[src/design/ecf_pkg.sv]
/*
 * Shared constants and types of the event counter bank: sizes, the register map,
 * the layout of a counter configuration word and the timing-free reset values.
 * Assumes a single core clock and a synchronous active-low reset in every user.
 */
package ecf_pkg;

	// Bank organisation.
	localparam int NUM_CNT = 18;
	localparam int EV_W = 4;
	localparam int THR_W = 4;
	localparam int DATA_W = 32;
	localparam int ADDR_W = 6;
	localparam int IDX_W = 5;
	localparam int BLK_SIZE = 4;
	localparam int LAST_BLK_BASE = 12;
	localparam int CNT_W_DEFAULT = 32;

	// Register map: word index = 2 * counter + 0 for configuration, + 1 for count.
	localparam logic [0:0] SEL_CFG = 1'h0;
	localparam logic [0:0] SEL_CNT = 1'h1;

	// Field positions of a counter configuration word.
	localparam int POS_ENABLE = 0;
	localparam int POS_COMPARE = 1;
	localparam int POS_COMPLEMENT = 2;
	localparam int POS_EDGE = 3;
	localparam int POS_FORCE_OVERFLOW_FLAG = 4;
	localparam int POS_OVF_INT_EN = 5;
	localparam int POS_CASCADE = 6;
	localparam int POS_OVF_FLAG = 7;
	localparam int POS_EXT_CASCADE = 11;
	localparam int POS_THRESHOLD = 12;

	// Reset values.
	localparam logic [DATA_W-1:0] CFG_RESET = 32'h0000_0000;
	localparam logic [DATA_W-1:0] CNT_RESET = 32'h0000_0000;

	// Software-visible configuration of one counter.
	typedef struct packed {
		logic enable;
		logic compare;
		logic complement;
		logic edge_en;
		logic force_overflow_flag;
		logic ovf_int_en;
		logic cascade;
		logic ext_cascade;
		logic [THR_W-1:0] threshold;
	} ecf_cfg_s;

	// One register access from software.
	typedef struct packed {
		logic wr;
		logic rd;
		logic [ADDR_W-1:0] addr;
		logic [DATA_W-1:0] wdata;
	} ecf_bus_s;

endpackage : ecf_pkg

[src/design/ecf_counter.sv]
/*
 * One event counter with its threshold comparator and rising-edge filter.
 * Assumes the event lines come from logic on the same clock and that the
 * parent decides when the counter runs and keeps its overflow flag.
 */
module ecf_counter #(
	parameter int CNT_W = ecf_pkg::CNT_W_DEFAULT
) (
	// Clock and reset.
	input wire logic clk_i,
	input wire logic reset_n_i,
	// Events and control.
	input wire logic [ecf_pkg::EV_W-1:0] event_i,
	input wire ecf_pkg::ecf_cfg_s cfg_i,
	input wire logic run_i,
	// Software preset of the count.
	input wire logic load_i,
	input wire logic [CNT_W-1:0] load_value_i,
	// State.
	output logic [CNT_W-1:0] count_o,
	output logic ovf_pulse_o
);

	logic [CNT_W-1:0] count_reg;
	logic [CNT_W-1:0] count_next;
	logic thr_prev_reg;
	logic above_w;
	logic thr_out_w;
	logic edge_w;
	logic [ecf_pkg::EV_W-1:0] inc_w;
	logic [CNT_W:0] sum_w;
	logic carry_w;

	// Threshold filter, edge filter and increment selection.
	assign above_w = event_i > cfg_i.threshold;
	assign thr_out_w = cfg_i.complement ? ~above_w : above_w;
	assign edge_w = thr_out_w & ~thr_prev_reg;
	assign inc_w = !cfg_i.compare ? event_i :
		((cfg_i.edge_en ? edge_w : thr_out_w) ? 4'h1 : 4'h0);
	// Wrap-around add; the carry marks a pass over the maximum count.
	assign sum_w = {1'b0, count_reg} + {{(CNT_W + 1 - ecf_pkg::EV_W){1'b0}}, inc_w};
	assign carry_w = sum_w[CNT_W];
	assign count_next = load_i ? load_value_i : (run_i ? sum_w[CNT_W-1:0] : count_reg);
	// Forced overflow reports every nonzero increment as an overflow.
	assign ovf_pulse_o = run_i & ~load_i & (carry_w | (cfg_i.force_overflow_flag & (inc_w != 4'h0)));
	assign count_o = count_reg;

	// Count and the last threshold output, sampled every clock.
	always_ff @(posedge clk_i) begin
		if (!reset_n_i) begin
			count_reg <= '0;
			thr_prev_reg <= 1'b0;
		end else begin
			count_reg <= count_next;
			thr_prev_reg <= thr_out_w;
		end
	end
endmodule : ecf_counter

[src/design/ecf_top.sv]
/*
 * Bank of eighteen event counters with software registers, overflow flags,
 * ordinary and extended cascading, and an overflow interrupt request.
 * Assumes event lines and the register port come from logic on clk_i.
 */
// Behaviour
// - Add weighted four-line input each enabled clock.
// - Compare input: complement gives <=, else >.
// - Threshold is four bits, 0 to 15.
// - Satisfied comparison adds one, else zero.
// - Edge flag ignored unless compare set.
// - Edge filter counts only false-to-true transitions.
// - Enable flag starts counting until cleared.
// - Count readable anytime without disturbing counting.
// - Passing maximum wraps to zero, flags overflow.
// - Overflow flag sticky until software clears.
// - Clearing enable halts counter, value held.
// - Cascade set, enable clear: alternate overflow starts.
// - Cascaded stops on cascade or source-flag clear.
// - Eighteen counters, nine pairs, four blocks.
// - Counters 0/2 and 1/3 cascade each block.
// - Counter 16 from 14 only; analogous 17.
// - Counters 16, 17 never start ordinary cascades.
// - Bit 11 extends cascade, last block only.
// - Extended bits: 4->0, 5->3, 5->4, 4->5.
// - Overflow with interrupt enable raises request.
// - Force flag makes every increment an overflow.
module ecf_top #(
	parameter int CNT_W = ecf_pkg::CNT_W_DEFAULT
) (
	// Clock and reset.
	input wire logic clk_i,
	input wire logic reset_n_i,
	// Processor event lines, four per counter.
	input wire logic [ecf_pkg::NUM_CNT*ecf_pkg::EV_W-1:0] events_i,
	// Register port.
	input wire logic [ecf_pkg::ADDR_W-1:0] addr_i,
	input wire logic [ecf_pkg::DATA_W-1:0] wdata_i,
	input wire logic wr_i,
	input wire logic rd_i,
	output logic [ecf_pkg::DATA_W-1:0] rdata_o,
	// Status.
	output logic [ecf_pkg::NUM_CNT-1:0] ovf_flags_o,
	output logic pmi_o
);

	localparam int N = ecf_pkg::NUM_CNT;

	// Ordinary cascade source of a counter; valid is always set, as every counter has one.
	function automatic logic [ecf_pkg::IDX_W:0] ord_src(input int idx);
		int rel;
		int base;
		rel = idx % ecf_pkg::BLK_SIZE;
		base = idx - rel;
		if (idx >= ecf_pkg::LAST_BLK_BASE + ecf_pkg::BLK_SIZE) begin
			ord_src = {1'b1, 5'(idx - 2)};
		end else begin
			ord_src = {1'b1, 5'(base + (rel ^ 2))};
		end
	endfunction : ord_src

	// Extended cascade source, only for the last block.
	function automatic logic [ecf_pkg::IDX_W:0] ext_src(input int idx);
		case (idx - ecf_pkg::LAST_BLK_BASE)
			0: ext_src = {1'b1, 5'(ecf_pkg::LAST_BLK_BASE + 4)};
			3: ext_src = {1'b1, 5'(ecf_pkg::LAST_BLK_BASE + 5)};
			4: ext_src = {1'b1, 5'(ecf_pkg::LAST_BLK_BASE + 5)};
			5: ext_src = {1'b1, 5'(ecf_pkg::LAST_BLK_BASE + 4)};
			default: ext_src = 6'h00;
		endcase
	endfunction : ext_src

	// Builds the configuration from a written word.
	function automatic ecf_pkg::ecf_cfg_s word_to_cfg(input logic [31:0] w, input logic ext_ok);
		ecf_pkg::ecf_cfg_s c;
		c.enable = w[ecf_pkg::POS_ENABLE];
		c.compare = w[ecf_pkg::POS_COMPARE];
		c.complement = w[ecf_pkg::POS_COMPLEMENT];
		c.edge_en = w[ecf_pkg::POS_EDGE];
		c.force_overflow_flag = w[ecf_pkg::POS_FORCE_OVERFLOW_FLAG];
		c.ovf_int_en = w[ecf_pkg::POS_OVF_INT_EN];
		c.cascade = w[ecf_pkg::POS_CASCADE];
		c.ext_cascade = w[ecf_pkg::POS_EXT_CASCADE] & ext_ok;
		c.threshold = w[ecf_pkg::POS_THRESHOLD +: ecf_pkg::THR_W];
		return c;
	endfunction : word_to_cfg

	// Lays the configuration and flag out as a read word; other bits are zero.
	function automatic logic [31:0] cfg_to_word(input ecf_pkg::ecf_cfg_s c, input logic ovf);
		logic [31:0] w;
		w = '0;
		w[ecf_pkg::POS_ENABLE] = c.enable;
		w[ecf_pkg::POS_COMPARE] = c.compare;
		w[ecf_pkg::POS_COMPLEMENT] = c.complement;
		w[ecf_pkg::POS_EDGE] = c.edge_en;
		w[ecf_pkg::POS_FORCE_OVERFLOW_FLAG] = c.force_overflow_flag;
		w[ecf_pkg::POS_OVF_INT_EN] = c.ovf_int_en;
		w[ecf_pkg::POS_CASCADE] = c.cascade;
		w[ecf_pkg::POS_OVF_FLAG] = ovf;
		w[ecf_pkg::POS_EXT_CASCADE] = c.ext_cascade;
		w[ecf_pkg::POS_THRESHOLD +: ecf_pkg::THR_W] = c.threshold;
		return w;
	endfunction : cfg_to_word

	ecf_pkg::ecf_cfg_s cfg_reg [N];
	logic [N-1:0] ovf_reg;
	logic [N-1:0] casc_run_reg;
	logic [N-1:0] casc_ext_reg;
	logic [ecf_pkg::DATA_W-1:0] rdata_reg;
	logic [ecf_pkg::DATA_W-1:0] rdata_next;
	logic pmi_reg;
	logic [CNT_W-1:0] count_w [N];
	logic [N-1:0] ovf_pulse_w;
	logic [N-1:0] run_w;
	logic [N-1:0] cfg_wr_w;
	logic [N-1:0] cnt_wr_w;
	logic [N-1:0] pmi_req_w;
	logic [ecf_pkg::IDX_W-1:0] sel_idx_w;
	logic sel_cnt_w;
	logic mapped_w;

	// Address decode: two words per counter, configuration then count.
	assign sel_idx_w = addr_i[ecf_pkg::ADDR_W-1:1];
	assign sel_cnt_w = addr_i[0];
	assign mapped_w = sel_idx_w < ecf_pkg::IDX_W'(N);

	// Read mux; an unmapped address reads zero.
	assign rdata_next = !mapped_w ? '0 :
		(sel_cnt_w == ecf_pkg::SEL_CNT) ? ecf_pkg::DATA_W'(count_w[sel_idx_w]) :
		cfg_to_word(cfg_reg[sel_idx_w], ovf_reg[sel_idx_w]);

	// Read data register and interrupt request.
	always_ff @(posedge clk_i) begin
		if (!reset_n_i) begin
			rdata_reg <= ecf_pkg::CFG_RESET;
			pmi_reg <= 1'b0;
		end else begin
			rdata_reg <= rd_i ? rdata_next : '0;
			pmi_reg <= |pmi_req_w;
		end
	end

	assign rdata_o = rdata_reg;
	assign ovf_flags_o = ovf_reg;
	assign pmi_o = pmi_reg;

	genvar i;
	generate
		for (i = 0; i < N; i++) begin : g_cnt
			localparam logic [ecf_pkg::IDX_W:0] ORD = ord_src(i);
			localparam logic [ecf_pkg::IDX_W:0] EXT = ext_src(i);
			logic start_ord_w;
			logic start_ext_w;
			logic stop_w;
			logic ovf_next;

			assign cfg_wr_w[i] = wr_i && mapped_w && sel_idx_w == 5'(i) && sel_cnt_w == ecf_pkg::SEL_CFG;
			assign cnt_wr_w[i] = wr_i && mapped_w && sel_idx_w == 5'(i) && sel_cnt_w == ecf_pkg::SEL_CNT;

			// Cascade start from the alternate counter, or the extended source.
			assign start_ord_w = ORD[ecf_pkg::IDX_W] && cfg_reg[i].cascade && !cfg_reg[i].enable
				&& ovf_pulse_w[ORD[ecf_pkg::IDX_W-1:0]];
			assign start_ext_w = EXT[ecf_pkg::IDX_W] && cfg_reg[i].ext_cascade && !cfg_reg[i].enable
				&& ovf_pulse_w[EXT[ecf_pkg::IDX_W-1:0]];
			// A cascaded run ends when its own flag or the source's overflow flag drops.
			assign stop_w = casc_ext_reg[i] ?
				(!cfg_reg[i].ext_cascade || !ovf_reg[EXT[ecf_pkg::IDX_W-1:0]]) :
				(!cfg_reg[i].cascade || !ovf_reg[ORD[ecf_pkg::IDX_W-1:0]]);
			assign run_w[i] = cfg_reg[i].enable | casc_run_reg[i];
			// Hardware setting the flag wins over a software clear in the same cycle.
			assign ovf_next = ovf_pulse_w[i] |
				(cfg_wr_w[i] ? wdata_i[ecf_pkg::POS_OVF_FLAG] : ovf_reg[i]);
			assign pmi_req_w[i] = ovf_pulse_w[i] & cfg_reg[i].ovf_int_en;

			// Configuration, sticky overflow flag and cascade run state.
			always_ff @(posedge clk_i) begin
				if (!reset_n_i) begin
					cfg_reg[i] <= word_to_cfg(ecf_pkg::CFG_RESET, 1'b0);
					ovf_reg[i] <= 1'b0;
					casc_run_reg[i] <= 1'b0;
					casc_ext_reg[i] <= 1'b0;
				end else begin
					if (cfg_wr_w[i]) begin
						cfg_reg[i] <= word_to_cfg(wdata_i, EXT[ecf_pkg::IDX_W]);
					end
					ovf_reg[i] <= ovf_next;
					if (start_ord_w || start_ext_w) begin
						casc_run_reg[i] <= 1'b1;
						casc_ext_reg[i] <= !start_ord_w;
					end else if (casc_run_reg[i] && stop_w) begin
						casc_run_reg[i] <= 1'b0;
					end
				end
			end

			ecf_counter #(
				.CNT_W(CNT_W)
			) u_counter (
				.clk_i(clk_i),
				.reset_n_i(reset_n_i),
				.event_i(events_i[i*ecf_pkg::EV_W +: ecf_pkg::EV_W]),
				.cfg_i(cfg_reg[i]),
				.run_i(run_w[i]),
				.load_i(cnt_wr_w[i]),
				.load_value_i(CNT_W'(wdata_i)),
				.count_o(count_w[i]),
				.ovf_pulse_o(ovf_pulse_w[i])
			);
		end
	endgenerate
endmodule : ecf_top

[config.mk]
export PLATFORM = sky130hd
export DESIGN_NAME = ecf_top
export DESIGN_NICKNAME = d
export VERILOG_FILES = /design/src/design/ecf_pkg.sv /design/src/design/ecf_counter.sv /design/src/design/ecf_top.sv
export SDC_FILE = /design/constraint.sdc
export NUM_CORES = 2
export LEC_CHECK = 0
export BUFFER_PORTS_ARGS = -buffer_cell sky130_fd_sc_hd__buf_2
export CAP_MARGIN = 5
export CORE_UTILIZATION = 29
export CTS_BUF_LIST = sky130_fd_sc_hd__clkbuf_4
export DETAILED_ROUTE_END_ITERATION = 6
export GPL_ROUTABILITY_DRIVEN = 0
export GPL_TIMING_DRIVEN = 0
export SYNTH_ARGS = -nofsm -noshare
export SYNTH_HDL_FRONTEND = slang
export SYNTH_HIERARCHICAL = 1
export SYNTH_SLANG_ARGS = --single-unit
[constraint.sdc]
create_clock -name clk_i -period 6.2 [get_ports clk_i]
set_input_delay 0.31 -clock clk_i [delete_from_list [all_inputs] [get_ports clk_i]]
set_output_delay 0.31 -clock clk_i [all_outputs]
set_load 0.05 [all_outputs]
Word-level counts from Yosys, hierarchy flattened
Memory sizes are Yosys's and may differ from the RTL's. Cells that the tools add are included. Widths: inputs -> output; s select.

Bitwise gates (word level): 218. Reductions and logical operators: 305. Eq/ne operators: 17. Add/sub/neg operators: 18. $lt $le $gt $ge: 21. Muxes and demuxes: 259.

Operator list (number): $mux 32 (38); $add 32x4->33 (18); $mux 12 (18); $mux 1 (182); $bmux 32 s5 (1); $logic_and 1x1->1 (117); $and 1x1->1 (90); $logic_not 1->1 (90); $gt 4x4->1 (18); $mux 4 (18); $or 1x1->1 (72); $reduce_bool 2->1 (36); $reduce_bool 4->1 (18); $not 1->1 (55); $eq 5x4->1 const B (8); $logic_or 1x1->1 (40); $eq 5x3->1 const B (4); $reduce_or 18->1 (1); $mux 16 (1); $eq 5x2->1 const B (2); $eq 5x5->1 const B (2); $ge 6x6->1 const B (1); $lt 5x6->1 const B (1); $not 5->6 (1); 6 further kinds (6).

Memories: 1. Word-level logic and storage cells: 932. Bits in registers: 681. Input port bits: 114. Memory bits (writable): 216. Output and inout bits: 51.

Memories: cfg_reg (depth 18, width 12, read ports 19, clocked after Yosys merged registers in 0, wr ports 18, line ecf_top.sv:105) `ecf_pkg::ecf_cfg_s cfg_reg [N];`.

Logic depth before layout (Yosys ltp)
An unclocked memory read counts as a cell.

Word-level depth: 15. Mapped depth: 19. Gate-level depth less buffers: 19.

Hierarchy
The synthesis kept the hierarchy.

By module, submodules not included: ecf_counter at g_cnt[0].u_counter ... (sequential area each 660.6 µm², cells each 270, area each 2219.6 µm², instances 12); ecf_top (sequential area each 7807.5 µm², cells each 1335, area each 17174.0 µm², instances 1); ecf_counter at g_cnt[15].u_counter ... (sequential area each 660.6 µm², cells each 274, area each 2223.4 µm², instances 6).

Worst setup path before layout
No wires, ideal clock.

Kind: reg2reg. Start: memory cfg_reg[15][2] (netlist bit). End: register pmi_reg, in the netlist pmi_o. Library setup time: 74 ps. Arrival: 3082 ps. Data required time: 6126 ps. Path buffers: 0. Cell stages (with the launch flop): 20. Period minus slack after synthesis: 3157 ps. Setup slack: 3043 ps. Cell sequence: edfxtp_1 inv_1 ha_1 o21ai_0 a21oi_1 o21a_1 xnor2_1 a31o_2 ha_1 inv_1 fa_1 nand2b_1 nand2b_1 a21oi_1 o32a_1 nand2_1 a22o_1 a221oi_1 and3_1 a31oi_1.

RTL lines: start: declaration (line ecf_top.sv:105); end signal: assignment (line ecf_top.sv:139) `pmi_reg <= |pmi_req_w;`; end: declaration (line ecf_top.sv:111) `logic pmi_reg;`.

==> results_dict.tcl <==
set metrics [dict create \
    outcome "finished with violations" \
    holdCritPathClass "in2reg" \
    clkLatencyLatePin_ns 1.33 \
    post-route-drc-count 7 \
    post-dp-hpwl_um 200600 \
    core_um2 195400 \
    antenna_found_initial 55 \
    clkTransAtPathRegs_ns 0.07 \
    drt_wl_total_um 273200 \
    cp.arrival_ns 6.34 \
    fin_setup_tns_ns 0 \
    io_buffers 162 \
    drtAntennaViolNets 0 \
    avgRoutedWirePerCell_um 28.35 \
    final-setup-viol-count 0 \
    nets 7060 \
    yosysWarnings 6 \
    worstPathRequired_ns 7.24 \
    cellLeakagePower_nw 23.76 \
    grtUsageTotal_pct 26.54 \
    fin_crit_sh_pct 85.48 \
    fp-row-count 162 \
    maxCapViolCount 1 \
    place_inst 9015 \
    htreeDepth 4 \
    path_class "reg2reg" \
    firstDrtPassIters 7 \
    cp-start-kind "register" \
    grt_start_max_net_pins 28 \
    dieArea_um2 198800 \
    cts.path.max_buffers 3 \
    hold_viol 0 \
    skew_ns 0.1050 \
    cts_tree "built" \
    rsz0062_at_grt "false" \
    cts_root_buf "clkbuf_4" \
    drtIter0Drc 9070 \
    tightest_slew_ns 1.443 \
    layout-drive-gt1-share_pct 16.94 \
    vias 56430 \
    avgViaCountPerCell 5.857 \
    ios 165 \
    grt_overflow 0 \
    final_cell_mix "dfxtp_1 (681), a21oi_1 (569), o21ai_0 (423), xnor2_1 (420), nor2_1 (374)" \
    clock_sinks 883 \
    end_kind "register" \
    initial_core_util_pct 29.25 \
    cts_buffers 230 \
    synth_area_um2 57150 \
    slew_headroom_pct 1.045 \
    grt_pass1_wl_um 379600 \
    final_cells 9635 \
    grt_pass1_vias 52368 \
    crit_fanout 3 \
    cts_resized 0 \
    syn_area_per_cell_um2 9.190 \
    achievable-frequency_mhz 188.7 \
    die_w_um 445.9 \
    largest_reg_flops 576 \
    syn_inst 6218 \
    fillerInstances 20169 \
    syn_nets 6494 \
    violations "design-rule violations, max-capacitance violations" \
    maxSlewViolCount 0 \
    final_common_cell "dfxtp_1" \
    ir_worst_vdd_mv 0.2078 \
    p_per_area_nw_per_um2 214.2 \
    areaGrowthSynthToFinish_pct 15.74 \
    min_period_ns 5.300 \
    die_h_um 445.9 \
]
==> report_power, final <==
part | switching (mW) | internal (mW) | total (mW)
logic | 1.48 | 0.769 | 2.25
clock network | 2.75 | 2.81 | 5.56
registers | 0.280 | 6.07 | 6.35
==> stage by stage <==
step | utilization, % | power [mW] | setup WS [ns] | hold slack (ns) | area, um^2
2_1_floorplan | - | 7.540 | 3.043 | 0.4280 | 57150
3_3_place_gp | 31.34 | 8.440 | 0.6921 | 0.4304 | 61240
3_5_place_dp | 31.40 | 8.487 | 0.6946 | 0.4354 | 61350
4_1_cts | 33.78 | 14.07 | 1.077 | 0.1736 | 66010
5_1_grt | 33.82 | 14.55 | 0.8319 | 0.2266 | 66090
6_report | 33.85 | 14.17 | 0.9003 | 0.2572 | 66140
==> final timing paths <==
path	startpoint	end	slack (ns)	cells after the start
worst max-delay path	cfg_reg[4][2]$_SDFFCE_PN0P_	pmi_o$_SDFF_PN0_	0.90	20
worst min-delay path	wdata_i[2]	g_cnt[7].u_counter/count_o[2]$_SDFFE_PN0P_	0.26	4
worst min register to register	casc_ext_reg[8]$_SDFFE_PN0P_	casc_ext_reg[8]$_SDFFE_PN0P_	0.44	1
worst max register to register	cfg_reg[4][2]$_SDFFCE_PN0P_	pmi_o$_SDFF_PN0_	0.90	20
==> cell type report <==
class                      instances  area [um^2]  share of cell area (%)
multi-input combinational       4703        34790                   52.59
sequential                       883        19700                   29.78
tap                             2624         3283                   4.964
clock buffer                     357         2680                   4.052
timing repair buffer             334         2521                   3.812
buffer                           337         1568                   2.370
inverter                         295         1107                   1.674
clock inverter                    62        397.9                  0.6015
antenna                           40        100.1                  0.1513
==> what timing repair did <==
item                      in CTS  in global routing
setup buffers                  0                  0
hold buffers                 158                  0
hold endpoints to repair     768                  0
==> worst max-delay path, stage by stage (launching register included) <==
cell and delay [ns]:
edfxtp_1 0.46, inv_1 0.09, ha_1 0.23, o21ai_0 0.15, a21oi_1 0.06, o21a_1 0.20, dlygate4sd3_1 0.59, xnor2_1 0.15
a31o_2 0.29, ha_1 0.23, inv_1 0.08, fa_1 0.22, nand2b_1 0.17, nand2b_1 0.07, a21oi_1 0.32, o32a_1 0.24
nand2_1 0.16, a22o_1 0.28, a221oi_1 0.48, and3_1 0.32, a31oi_1 0.29
==> layer usage <==
| metal | global-route usage, % | part of all wire, % | up-vias |
|---|---|---|---|
| li1 | - | - | 24083 |
| met1 | 31.49 | 35 | 27114 |
| met2 | 37.58 | 40 | 4098 |
| met3 | 8.112 | 13 | 1107 |
| met4 | 25.75 | 12 | 28 |
| met5 | 0 | 0.075 | - |
Note: power is estimated with default switching activity, not from simulation.
